File: config.mk
export PLATFORM = sky130hd
export DESIGN_NAME = scp_core
export DESIGN_NICKNAME = d
export VERILOG_FILES = /design/src/scp_pkg.sv /design/src/scp_limit_check.sv /design/src/scp_password.sv /design/src/scp_core.sv
export VERILOG_INCLUDE_DIRS = /design/src
export SDC_FILE = /design/constraint.sdc
export NUM_CORES = 1
export LEC_CHECK = 0
export BUFFER_PORTS_ARGS = -buffer_cell sky130_fd_sc_hd__buf_2
export CORE_MARGIN = 5
export CORE_UTILIZATION = 30
export CTS_CLUSTER_DIAMETER = 200
export DETAILED_ROUTE_END_ITERATION = 8
export PLACE_DENSITY = 0.55
export SYNTH_ARGS = -nofsm -noshare
export SYNTH_HDL_FRONTEND = slang
export SYNTH_HIERARCHICAL = 1
export SYNTH_SLANG_ARGS = --single-unit
File: constraint.sdc
create_clock -name clock_i -period 2.2 [get_ports clock_i]
set_clock_uncertainty 0.1 [all_clocks]
set_input_delay 0.44 -clock clock_i [delete_from_list [all_inputs] [get_ports clock_i]]
set_output_delay 0.44 -clock clock_i [all_outputs]
set_load 0.05 [all_outputs]
File: src/scp_defs.svh
`ifndef SCP_DEFS_SVH
`define SCP_DEFS_SVH

// Scratch-pad word locations
`define SCP_OFS_MODE 16'h0000
`define SCP_OFS_SUBCMD 16'h0002
`define SCP_OFS_RESULT 16'h0004
`define SCP_OFS_PASSWORD 16'h000A
`define SCP_OFS_TYPE 16'h0016

// Subcommand codes as the device sees them
`define SCP_SUB_LOGIN 16'h0009
`define SCP_SUB_CHANGE 16'h000A
`define SCP_SUB_CHECK 16'h0003
`define SCP_SUB_ERRLOC 16'h0006

// Error codes
`define SCP_ERR_NONE 8'h00
`define SCP_ERR_ZERO_LEN 8'h07
`define SCP_ERR_TOO_MUCH 8'h04
`define SCP_ERR_PROTECTED 8'h08
`define SCP_ERR_BAD_TYPE 8'h09

// Byte caps on the base model
`define SCP_BASE_TC_RD 16'h0074
`define SCP_BASE_IO_RD 16'h002E
`define SCP_BASE_IO_WR 16'h0003
`define SCP_BASE_UL_RD 16'h0096
`define SCP_BASE_UL_WR 16'h005A

// Byte caps on the junior model
`define SCP_JR_TC_RD 16'h002A
`define SCP_JR_IO_RD 16'h0016
`define SCP_JR_UL_RD 16'h0032
`define SCP_JR_UL_WR 16'h0028

// Reset values
`define SCP_RST_WORD 16'h0000

`endif

File: src/scp_pkg.sv
package scp_pkg;

  typedef enum logic [1:0] {
    SCP_MODEL_BASE = 2'b00,
    SCP_MODEL_JUNIOR = 2'b01,
    SCP_MODEL_ENHANCED = 2'b10,
    SCP_MODEL_LARGE = 2'b11
  } scp_model_t;

  typedef enum logic [3:0] {
    SCP_MEM_TC = 4'h1,
    SCP_MEM_DREG = 4'h2,
    SCP_MEM_IO = 4'h3,
    SCP_MEM_SP = 4'h6,
    SCP_MEM_UL = 4'h7,
    SCP_MEM_DIAG = 4'h9
  } scp_mem_t;

  typedef enum logic [0:0] {
    SCP_CHK_IDLE = 1'b0,
    SCP_CHK_BUSY = 1'b1
  } scp_chk_state_t;

  // Master register image to device word: low byte travels in the upper lane
  function automatic logic [15:0] scp_sub_decode(input logic [15:0] img);
    scp_sub_decode = {img[7:0], img[15:8]};
  endfunction : scp_sub_decode

  function automatic logic scp_is_guarded(input logic [3:0] mtype);
    scp_is_guarded = (mtype == 4'h1) || (mtype == 4'h3) || (mtype == 4'h7);
  endfunction : scp_is_guarded

endpackage : scp_pkg

File: src/scp_limit_check.sv
`timescale 1ns/1ps
`include "scp_defs.svh"

module scp_limit_check #(
  parameter logic [15:0] SIZE_TC = 16'h0200,
  parameter logic [15:0] SIZE_DREG = 16'h0200,
  parameter logic [15:0] SIZE_IO = 16'h0080,
  parameter logic [15:0] SIZE_SP = 16'h0020,
  parameter logic [15:0] SIZE_UL = 16'h2000,
  parameter logic [15:0] SIZE_DIAG = 16'h000A
) (
  input wire logic [1:0] model_i,
  input wire logic write_i,
  input wire logic [3:0] mem_type_i,
  input wire logic [15:0] len_i,
  input wire logic locked_i,
  output logic [7:0] code_o
);

  logic [15:0] size_cap;
  logic type_ok;
  logic small_model;
  logic junior;

  always_comb begin
    type_ok = 1'b1;
    size_cap = 16'h0000;
    unique case (mem_type_i)
      4'h1: size_cap = SIZE_TC;
      4'h2: size_cap = SIZE_DREG;
      4'h3: size_cap = SIZE_IO;
      4'h6: size_cap = SIZE_SP;
      4'h7: size_cap = SIZE_UL;
      4'h9: size_cap = SIZE_DIAG;
      default: type_ok = 1'b0;
    endcase
  end

  assign small_model = (model_i == scp_pkg::SCP_MODEL_BASE) ||
                       (model_i == scp_pkg::SCP_MODEL_JUNIOR);
  assign junior = (model_i == scp_pkg::SCP_MODEL_JUNIOR);

  always_comb begin
    code_o = `SCP_ERR_NONE;
    if (!type_ok) begin
      code_o = `SCP_ERR_BAD_TYPE;
    end else if (len_i == 16'h0000) begin
      code_o = `SCP_ERR_ZERO_LEN;
    end else if (locked_i && scp_pkg::scp_is_guarded(mem_type_i)) begin
      code_o = `SCP_ERR_PROTECTED;
    end else if (len_i > size_cap) begin
      code_o = `SCP_ERR_TOO_MUCH;
    end else if (small_model) begin
      unique case (mem_type_i)
        4'h1: begin
          if (write_i) begin
            code_o = `SCP_ERR_BAD_TYPE;
          end else if (len_i > (junior ? `SCP_JR_TC_RD : `SCP_BASE_TC_RD)) begin
            code_o = `SCP_ERR_TOO_MUCH;
          end
        end
        4'h3: begin
          if (write_i && (junior || len_i > `SCP_BASE_IO_WR)) begin
            code_o = `SCP_ERR_TOO_MUCH;
          end else if (!write_i && len_i > (junior ? `SCP_JR_IO_RD : `SCP_BASE_IO_RD)) begin
            code_o = `SCP_ERR_TOO_MUCH;
          end
        end
        4'h7: begin
          if (write_i && len_i > (junior ? `SCP_JR_UL_WR : `SCP_BASE_UL_WR)) begin
            code_o = `SCP_ERR_TOO_MUCH;
          end else if (!write_i && len_i > (junior ? `SCP_JR_UL_RD : `SCP_BASE_UL_RD)) begin
            code_o = `SCP_ERR_TOO_MUCH;
          end
        end
        default: code_o = `SCP_ERR_NONE;
      endcase
    end
  end

endmodule : scp_limit_check

File: src/scp_password.sv
`timescale 1ns/1ps
`include "scp_defs.svh"

module scp_password (
  input wire logic clock_i,
  input wire logic nrst_i,
  input wire logic ce_i,
  input wire logic pw_wr_i,
  input wire logic [15:0] pw_data_i,
  input wire logic [15:0] pending_sub_i,
  input wire logic consume_i,
  output logic locked_o,
  output logic logged_in_o
);

  logic [15:0] password;
  logic logged_in;
  logic bcd_ok;
  logic do_login;
  logic do_change;

  // Each nibble must be a decimal digit
  assign bcd_ok = (pw_data_i[3:0] < 4'hA) && (pw_data_i[7:4] < 4'hA) &&
                  (pw_data_i[11:8] < 4'hA) && (pw_data_i[15:12] < 4'hA);
  assign do_login = pw_wr_i && (pending_sub_i == `SCP_SUB_LOGIN) &&
                    (pw_data_i == password);
  assign do_change = pw_wr_i && (pending_sub_i == `SCP_SUB_CHANGE) &&
                     logged_in && bcd_ok;

  always_ff @(posedge clock_i or negedge nrst_i) begin
    if (!nrst_i) begin
      password <= `SCP_RST_WORD;
    end else if (ce_i && do_change) begin
      password <= pw_data_i;
    end
  end

  // A login arriving with a consuming request wins
  always_ff @(posedge clock_i or negedge nrst_i) begin
    if (!nrst_i) begin
      logged_in <= 1'b0;
    end else if (ce_i) begin
      if (do_login) begin
        logged_in <= 1'b1;
      end else if (consume_i) begin
        logged_in <= 1'b0;
      end
    end
  end

  assign locked_o = (password != `SCP_RST_WORD) && !logged_in;
  assign logged_in_o = logged_in;

endmodule : scp_password

File: src/scp_core.sv
`timescale 1ns/1ps
`include "scp_defs.svh"

module scp_core #(
  parameter logic [15:0] TYPE_CODE = 16'h005A, // Arbitrary identity value
  parameter logic [15:0] SIZE_TC = 16'h0200,
  parameter logic [15:0] SIZE_IO = 16'h0080,
  parameter logic [15:0] SIZE_UL = 16'h2000
) (
  input wire logic clock_i,
  input wire logic nrst_i,
  input wire logic ce_i,
  input wire logic [1:0] model_i,
  input wire logic sp_wr_i,
  input wire logic sp_rd_i,
  input wire logic [15:0] sp_addr_i,
  input wire logic [15:0] sp_wdata_i,
  output logic sp_rvalid_o,
  output logic [15:0] sp_rdata_o,
  input wire logic req_valid_i,
  input wire logic req_write_i,
  input wire logic [3:0] req_type_i,
  input wire logic [15:0] req_len_i,
  output logic resp_valid_o,
  output logic [7:0] resp_code_o,
  output logic [15:0] run_mode_o,
  output logic check_start_o,
  input wire logic check_done_i,
  input wire logic [15:0] check_code_i,
  input wire logic [15:0] check_addr_i,
  output logic locked_o
);

  scp_pkg::scp_chk_state_t chk_state;
  logic [15:0] controller_run_mode;
  logic [15:0] check_result_word;
  logic [15:0] pending_sub;
  logic [15:0] err_location;
  logic [15:0] sub_word;
  logic [7:0] limit_code;
  logic enhanced;
  logic locked;
  logic logged_in;
  logic wr_sub;
  logic wr_pw;
  logic consume;

  assign enhanced = (model_i == scp_pkg::SCP_MODEL_ENHANCED);
  assign sub_word = scp_pkg::scp_sub_decode(sp_wdata_i);
  assign wr_sub = sp_wr_i && (sp_addr_i == `SCP_OFS_SUBCMD) && enhanced;
  assign wr_pw = sp_wr_i && (sp_addr_i == `SCP_OFS_PASSWORD) && enhanced;
  assign consume = req_valid_i && scp_pkg::scp_is_guarded(req_type_i);

  scp_password u_password (
    .clock_i(clock_i),
    .nrst_i(nrst_i),
    .ce_i(ce_i),
    .pw_wr_i(wr_pw),
    .pw_data_i(sp_wdata_i),
    .pending_sub_i(pending_sub),
    .consume_i(consume),
    .locked_o(locked),
    .logged_in_o(logged_in)
  );

  scp_limit_check #(
    .SIZE_TC(SIZE_TC),
    .SIZE_IO(SIZE_IO),
    .SIZE_UL(SIZE_UL)
  ) u_limit (
    .model_i(model_i),
    .write_i(req_write_i),
    .mem_type_i(req_type_i),
    .len_i(req_len_i),
    .locked_i(locked && enhanced),
    .code_o(limit_code)
  );

  // Transfer request answer, one cycle after the request
  always_ff @(posedge clock_i or negedge nrst_i) begin
    if (!nrst_i) begin
      resp_valid_o <= 1'b0;
      resp_code_o <= `SCP_ERR_NONE;
    end else if (ce_i) begin
      resp_valid_o <= req_valid_i;
      if (req_valid_i) begin
        resp_code_o <= limit_code;
      end
    end
  end

  always_ff @(posedge clock_i or negedge nrst_i) begin
    if (!nrst_i) begin
      locked_o <= 1'b0;
    end else if (ce_i) begin
      locked_o <= locked && enhanced;
    end
  end

  // Controller mode is common to all models
  always_ff @(posedge clock_i or negedge nrst_i) begin
    if (!nrst_i) begin
      controller_run_mode <= `SCP_RST_WORD;
    end else if (ce_i && sp_wr_i && sp_addr_i == `SCP_OFS_MODE) begin
      controller_run_mode <= sp_wdata_i;
    end
  end

  assign run_mode_o = controller_run_mode;

  // Login and change wait for the password word; check and error location clear it, other codes are ignored
  always_ff @(posedge clock_i or negedge nrst_i) begin
    if (!nrst_i) begin
      pending_sub <= `SCP_RST_WORD;
    end else if (ce_i && wr_sub) begin
      if (sub_word == `SCP_SUB_LOGIN || sub_word == `SCP_SUB_CHANGE) begin
        pending_sub <= sub_word;
      end else if (sub_word == `SCP_SUB_CHECK || sub_word == `SCP_SUB_ERRLOC) begin
        pending_sub <= `SCP_RST_WORD;
      end
    end
  end

  // Program check sequencer; runs whatever the controller mode
  always_ff @(posedge clock_i or negedge nrst_i) begin
    if (!nrst_i) begin
      chk_state <= scp_pkg::SCP_CHK_IDLE;
      check_start_o <= 1'b0;
    end else if (ce_i) begin
      check_start_o <= 1'b0;
      unique case (chk_state)
        scp_pkg::SCP_CHK_IDLE: begin
          if (wr_sub && sub_word == `SCP_SUB_CHECK) begin
            check_start_o <= 1'b1;
            chk_state <= scp_pkg::SCP_CHK_BUSY;
          end
        end
        scp_pkg::SCP_CHK_BUSY: begin
          if (check_done_i) begin
            chk_state <= scp_pkg::SCP_CHK_IDLE;
          end
        end
      endcase
    end
  end

  always_ff @(posedge clock_i or negedge nrst_i) begin
    if (!nrst_i) begin
      err_location <= `SCP_RST_WORD;
    end else if (ce_i && chk_state == scp_pkg::SCP_CHK_BUSY && check_done_i) begin
      err_location <= check_addr_i;
    end
  end

  // Result word: check code or error location
  always_ff @(posedge clock_i or negedge nrst_i) begin
    if (!nrst_i) begin
      check_result_word <= `SCP_RST_WORD;
    end else if (ce_i) begin
      if (chk_state == scp_pkg::SCP_CHK_BUSY && check_done_i) begin
        check_result_word <= check_code_i;
      end else if (wr_sub && sub_word == `SCP_SUB_ERRLOC) begin
        check_result_word <= err_location;
      end
    end
  end

  // Scratch-pad read port
  always_ff @(posedge clock_i or negedge nrst_i) begin
    if (!nrst_i) begin
      sp_rvalid_o <= 1'b0;
      sp_rdata_o <= `SCP_RST_WORD;
    end else if (ce_i) begin
      sp_rvalid_o <= sp_rd_i;
      if (sp_rd_i) begin
        unique case (sp_addr_i)
          `SCP_OFS_MODE: sp_rdata_o <= controller_run_mode;
          `SCP_OFS_RESULT: sp_rdata_o <= enhanced ? check_result_word : `SCP_RST_WORD;
          `SCP_OFS_TYPE: sp_rdata_o <= TYPE_CODE;
          default: sp_rdata_o <= `SCP_RST_WORD;
        endcase
      end
    end
  end
endmodule : scp_core

==> run summary <==
==============================================================================
Count of antenna diodes in the layout ...........................            0
Crit path capture type ..........................................         flop
TritonCTS clock tree ............................................        built
Worst IR drop on VDD ............................................     0.315 mV
Max-slew violation count ........................................            0
Met1 usage ......................................................        21.6%
Final period demand of the worst path ...........................      2.44 ns
Slowest library cell on the worst path ..........................        or4_4
Final worst-path setup slack ....................................    -0.245 ns
Start-to-end type of the worst setup path .......................    in -> reg
Most used cell, CP ..............................................       nor3_4
P_leak ..........................................................   0.00400 uW
Number of top-level pins ........................................          138
Clock sinks .....................................................          110
Mux cell area share after synthesis .............................        18.0%
Antenna violations before repair ................................            0
Synth top area share ............................................        45.0%
Final core occ ..................................................        41.0%
Total number of placement rows ..................................           52
Sequential group share of total power ...........................        47.4%
Buf/Inv on CP ...................................................            2
Top_reg_cell synth ..............................................      dfrtp_1
Peak clock frequency supported by timing ........................    0.409 GHz
Simple-gate portion of the synthesized area .....................        18.9%
DRT Pass-1 Iters ................................................            4
R2r setup slk ...................................................     -0.12 ns
Effective utilization at floorplan ..............................        30.3%
Final net count .................................................          844
Maximum Capacitance Violations ..................................            0
Number of clock buffers inserted by TritonCTS ...................            9
Clock Pin Slew Worst Setup and Hold Paths .......................      0.08 ns
Clock Latency Late Sink .........................................      0.36 ns
Die ar. ......................................................... 23,300 sq um
Aggregate global routing overflow ...............................            0
Cell accounting for the most synthesized area ...................      dfrtp_1
Largest fanout on the critical path .............................           16
RSZ-0062 raised after global routing ............................          yes
Final Hold Vio Count ............................................            0
Overall power ...................................................      4350 uW
Die span in y ...................................................  153 microns
Wire length of the first global-routing pass .................... 29,900 microns
Internal portion of total power .................................      3110 uW
Total power per unit cell area ..................................  526 nW/um^2
Hpwl dp ......................................................... 14,900 microns
Deepest level of the CTS H-tree .................................            3
Drt total wl .................................................... 18,700 microns
Critical Path Max Stage Delay ...................................      0.57 ns
Number of port buffers ..........................................          137
Net switching power .............................................      1240 uW
Adder-cell area share of the yosys netlist ......................        2.62%
Via count of the first global-routing pass ......................        5,462
Finished Layout Cells ...........................................        1,013
GR Util met2 ....................................................        26.3%
Main area contributors after synthesis .......................... dfrtp_1, mux2_2, mux2_4
Largest net degree at the start of global routing ...............           41
Post-synthesis area per instance ................................   11.9 sq um
Total instance count after detailed placement ...................          995
Number of enable flip-flop cells after synthesis ................            0
Layout cells sized above 1 ......................................        52.1%
Peak-usage layer in the global routing report ...................         met2
Fraction of power spent switching nets ..........................        28.5%
Crit path cell chain ............................................ buf_6 > or4_4 > nor3_4 > nand2_2 > nor2_2 > nor4b_4 > nand4_1 > nor3_4 > buf_12 > mux2_2
Total vias in the final route ...................................        5,000
Worst endpoint required time ....................................      2.34 ns
Global-route met3 utilization ...................................        2.90%
Max_slew headroom ...............................................        62.4%
Class of the most critical hold timing path .....................    in -> reg
Run status ...................................................... complete, but fails checks
Cell count after synthesis ......................................          512
Clock share of power ............................................        37.8%
Post-synthesis share of cell area spent on xor and xnor gates ...        2.86%
Synthesized-area fraction occupied by ao, oa, aoi and oai cells .        9.19%
Post-detailed-route via-to-cell ratio ...........................         4.94
Dominant combinational cell family by area after synthesis ...... simple AND/OR/NAND/NOR gates
Violations in the final reports ................................. setup timing
FFs w/ async S/R, synth .........................................         100%
Routability congestion estimate .................................        0.903
Least-Margin Pin Slew ...........................................     0.557 ns
Clk root buf ....................................................    clkbuf_16
Chip Width ......................................................  153 microns
Summed instance area of the synthesized netlist .................   6120 sq um
Arrival time at the worst endpoint ..............................      2.58 ns
Area growth from synthesis to layout ............................        35.3%
Filler Cells Inserted ...........................................        1,981
Total routing usage reported by global routing ..................        16.0%
Remaining antenna violation count ...............................            0
Library cells used by synthesis .................................           73
Number of storage elements in the synthesis netlist .............          110
First-iteration detailed-routing DRC count ......................          217
Number of setup violations in the final report ..................           17
Share of total power in combinational logic .....................        14.8%
Fin crit share ..................................................         111%
DRC violation count after routing ...............................            0
Yosys warnings ..................................................            6
Clock Path Buffers ..............................................            2
Critical Path Start Type ........................................    input pin
Routed wire length per instance ................................. 18.5 microns
Sequential fraction of the synthesis area .......................        45.0%
Core region area ................................................ 20,200 sq um
Delay-heaviest family, CP ....................................... simple AND/OR/NAND/NOR gates
==============================================================================
## worst reg2reg max path, delay by kind of cell, from the launching register on
kind             cells  cell delay, ns
multiplexers         1            0.16
AO/OA/AOI/OAI        4            0.68
flip-flops           1            0.41
AND/OR/NAND/NOR      5            0.90
## layer usage
| layer | part of all wire (%) | wire (microns) |
|---|---|---|
| met2 | 48 | 8890 |
| met3 | 4.6 | 856 |
| met4 | 1.7 | 322 |
| met5 | 0 | 0 |
| met1 | 46 | 8640 |
## cell usage in the layout, fill, tap and decap left out, types with 7 or more instances in the layout
master     count
buf_2        134
dfrtp_1      110
buf_4         90
mux2_2        67
nand2_1       32
o21ai_0       22
mux2_4        21
xnor2_1       18
and2_1        13
a22oi_1       12
a21oi_1       11
ha_1          11
nor2b_1       10
nand4_1       10
inv_1         10
nor4_4         9
clkbuf_16      9
nor2_1         8
nor3_1         7
nand3b_1       7
a31oi_1        7
nand3_1        7
nor4_2         7
## kinds of logic after synthesis
family / after synthesis
and+or+nand+nor: 162
AOI/OAI and AO/OA: 83
buffers and inverters: 32
xor gates and xnor gates: 20
other: 1
adders and majority gates: 13
muxes: 91
DFF: 110
## Yosys cell counts (3+ instances only)
cell,number
inv_1,11
buf_4,5
nand4_1,10
nand4b_1,6
buf_2,3
nor4_4,5
nand2_1,33
clkbuf_1,7
nor4_1,11
nand3_2,3
o21ai_0,23
nor2b_1,12
and2_1,14
nor2_1,10
nor4b_2,3
ha_1,12
nand3b_1,7
nor3_1,8
a31oi_1,7
nor4_2,5
a21oi_1,13
xnor2_1,18
a22oi_1,12
nor3_4,4
mux2_4,20
mux2_2,68
dfrtp_1,110
o31ai_1,3
nand2b_1,3
o41ai_1,4
nand3_1,8
o211ai_1,6
## sequential cells by signal, indices dropped and copies added, names as in the netlist
name / cells
u_password/password: 16
sp_rdata_o: 16
chk_state: 1
locked_o: 1
resp_valid_o: 1
pending_sub: 16
resp_code_o: 8
u_password/logged_in_o: 1
sp_rvalid_o: 1
check_start_o: 1
check_result_word: 16
err_location: 16
run_mode_o: 16
## power groups by stage
stage	combinational, uW	clock (uW)	sequential (uW)
after global routing	700	1770	2060
after CTS	644	1690	2060
after global placement	628	0	2100
final	645	1650	2060
after floorplan	202	0	2180
after detailed placement	636	0	2100
## through the flow
step	hold WS (ns)	TNS, ns	area (sq um)	setup slack, ns
2_1_floorplan	0.0444	-10.61	6200	-0.669
3_3_place_gp	0.338	-18.43	7820	-0.597
3_5_place_dp	0.349	-20.07	7820	-0.655
4_1_cts	0.190	-3.98	8190	-0.266
5_1_grt	0.191	-5.82	8270	-0.365
6_report	0.202	-3.59	8270	-0.245
## worst paths after layout
kind | start | end | cells past startpoint
worst max-delay path | sp_addr_i[9] | u_password/password[14]$_DFFE_PN0P_ | 10
worst min-delay path | check_addr_i[13] | err_location[13]$_DFFE_PN0P_ | 2
worst max register to register | u_password/password[8]$_DFFE_PN0P_ | resp_code_o[2]$_DFFE_PN0P_ | 10
worst min register to register | sp_rdata_o[9]$_DFFE_PN0P_ | sp_rdata_o[9]$_DFFE_PN0P_ | 2
max in group asynchronous | nrst_i | err_location[3]$_DFFE_PN0P_ | 3
min in group asynchronous | nrst_i | run_mode_o[14]$_DFFE_PN0P_ | 2
## repair_timing
action / 4_1_cts / 5_1_grt
setup buffers: 0 / 1
pin swaps: 1 / 8
endpoints found under the hold margin: 34 / 0
cloned: 0 / 0
hold buffers: 1 / 0
gates resized for setup: 9 / 13
setup endpoints to repair: 18 / 20
## area by class of cell
cell class	instances	area (sq um)	share of cell area (%)
multi-input cells	373	3330	40.3
flip-flops and latches	110	2750	33.3
repair buffers	233	1500	18.1
well taps	270	338	4.08
clock buffers	9	225	2.72
clock inverters	7	80.1	0.968
inverters	11	46.3	0.560
Note: power is estimated with default switching activity, not from simulation.
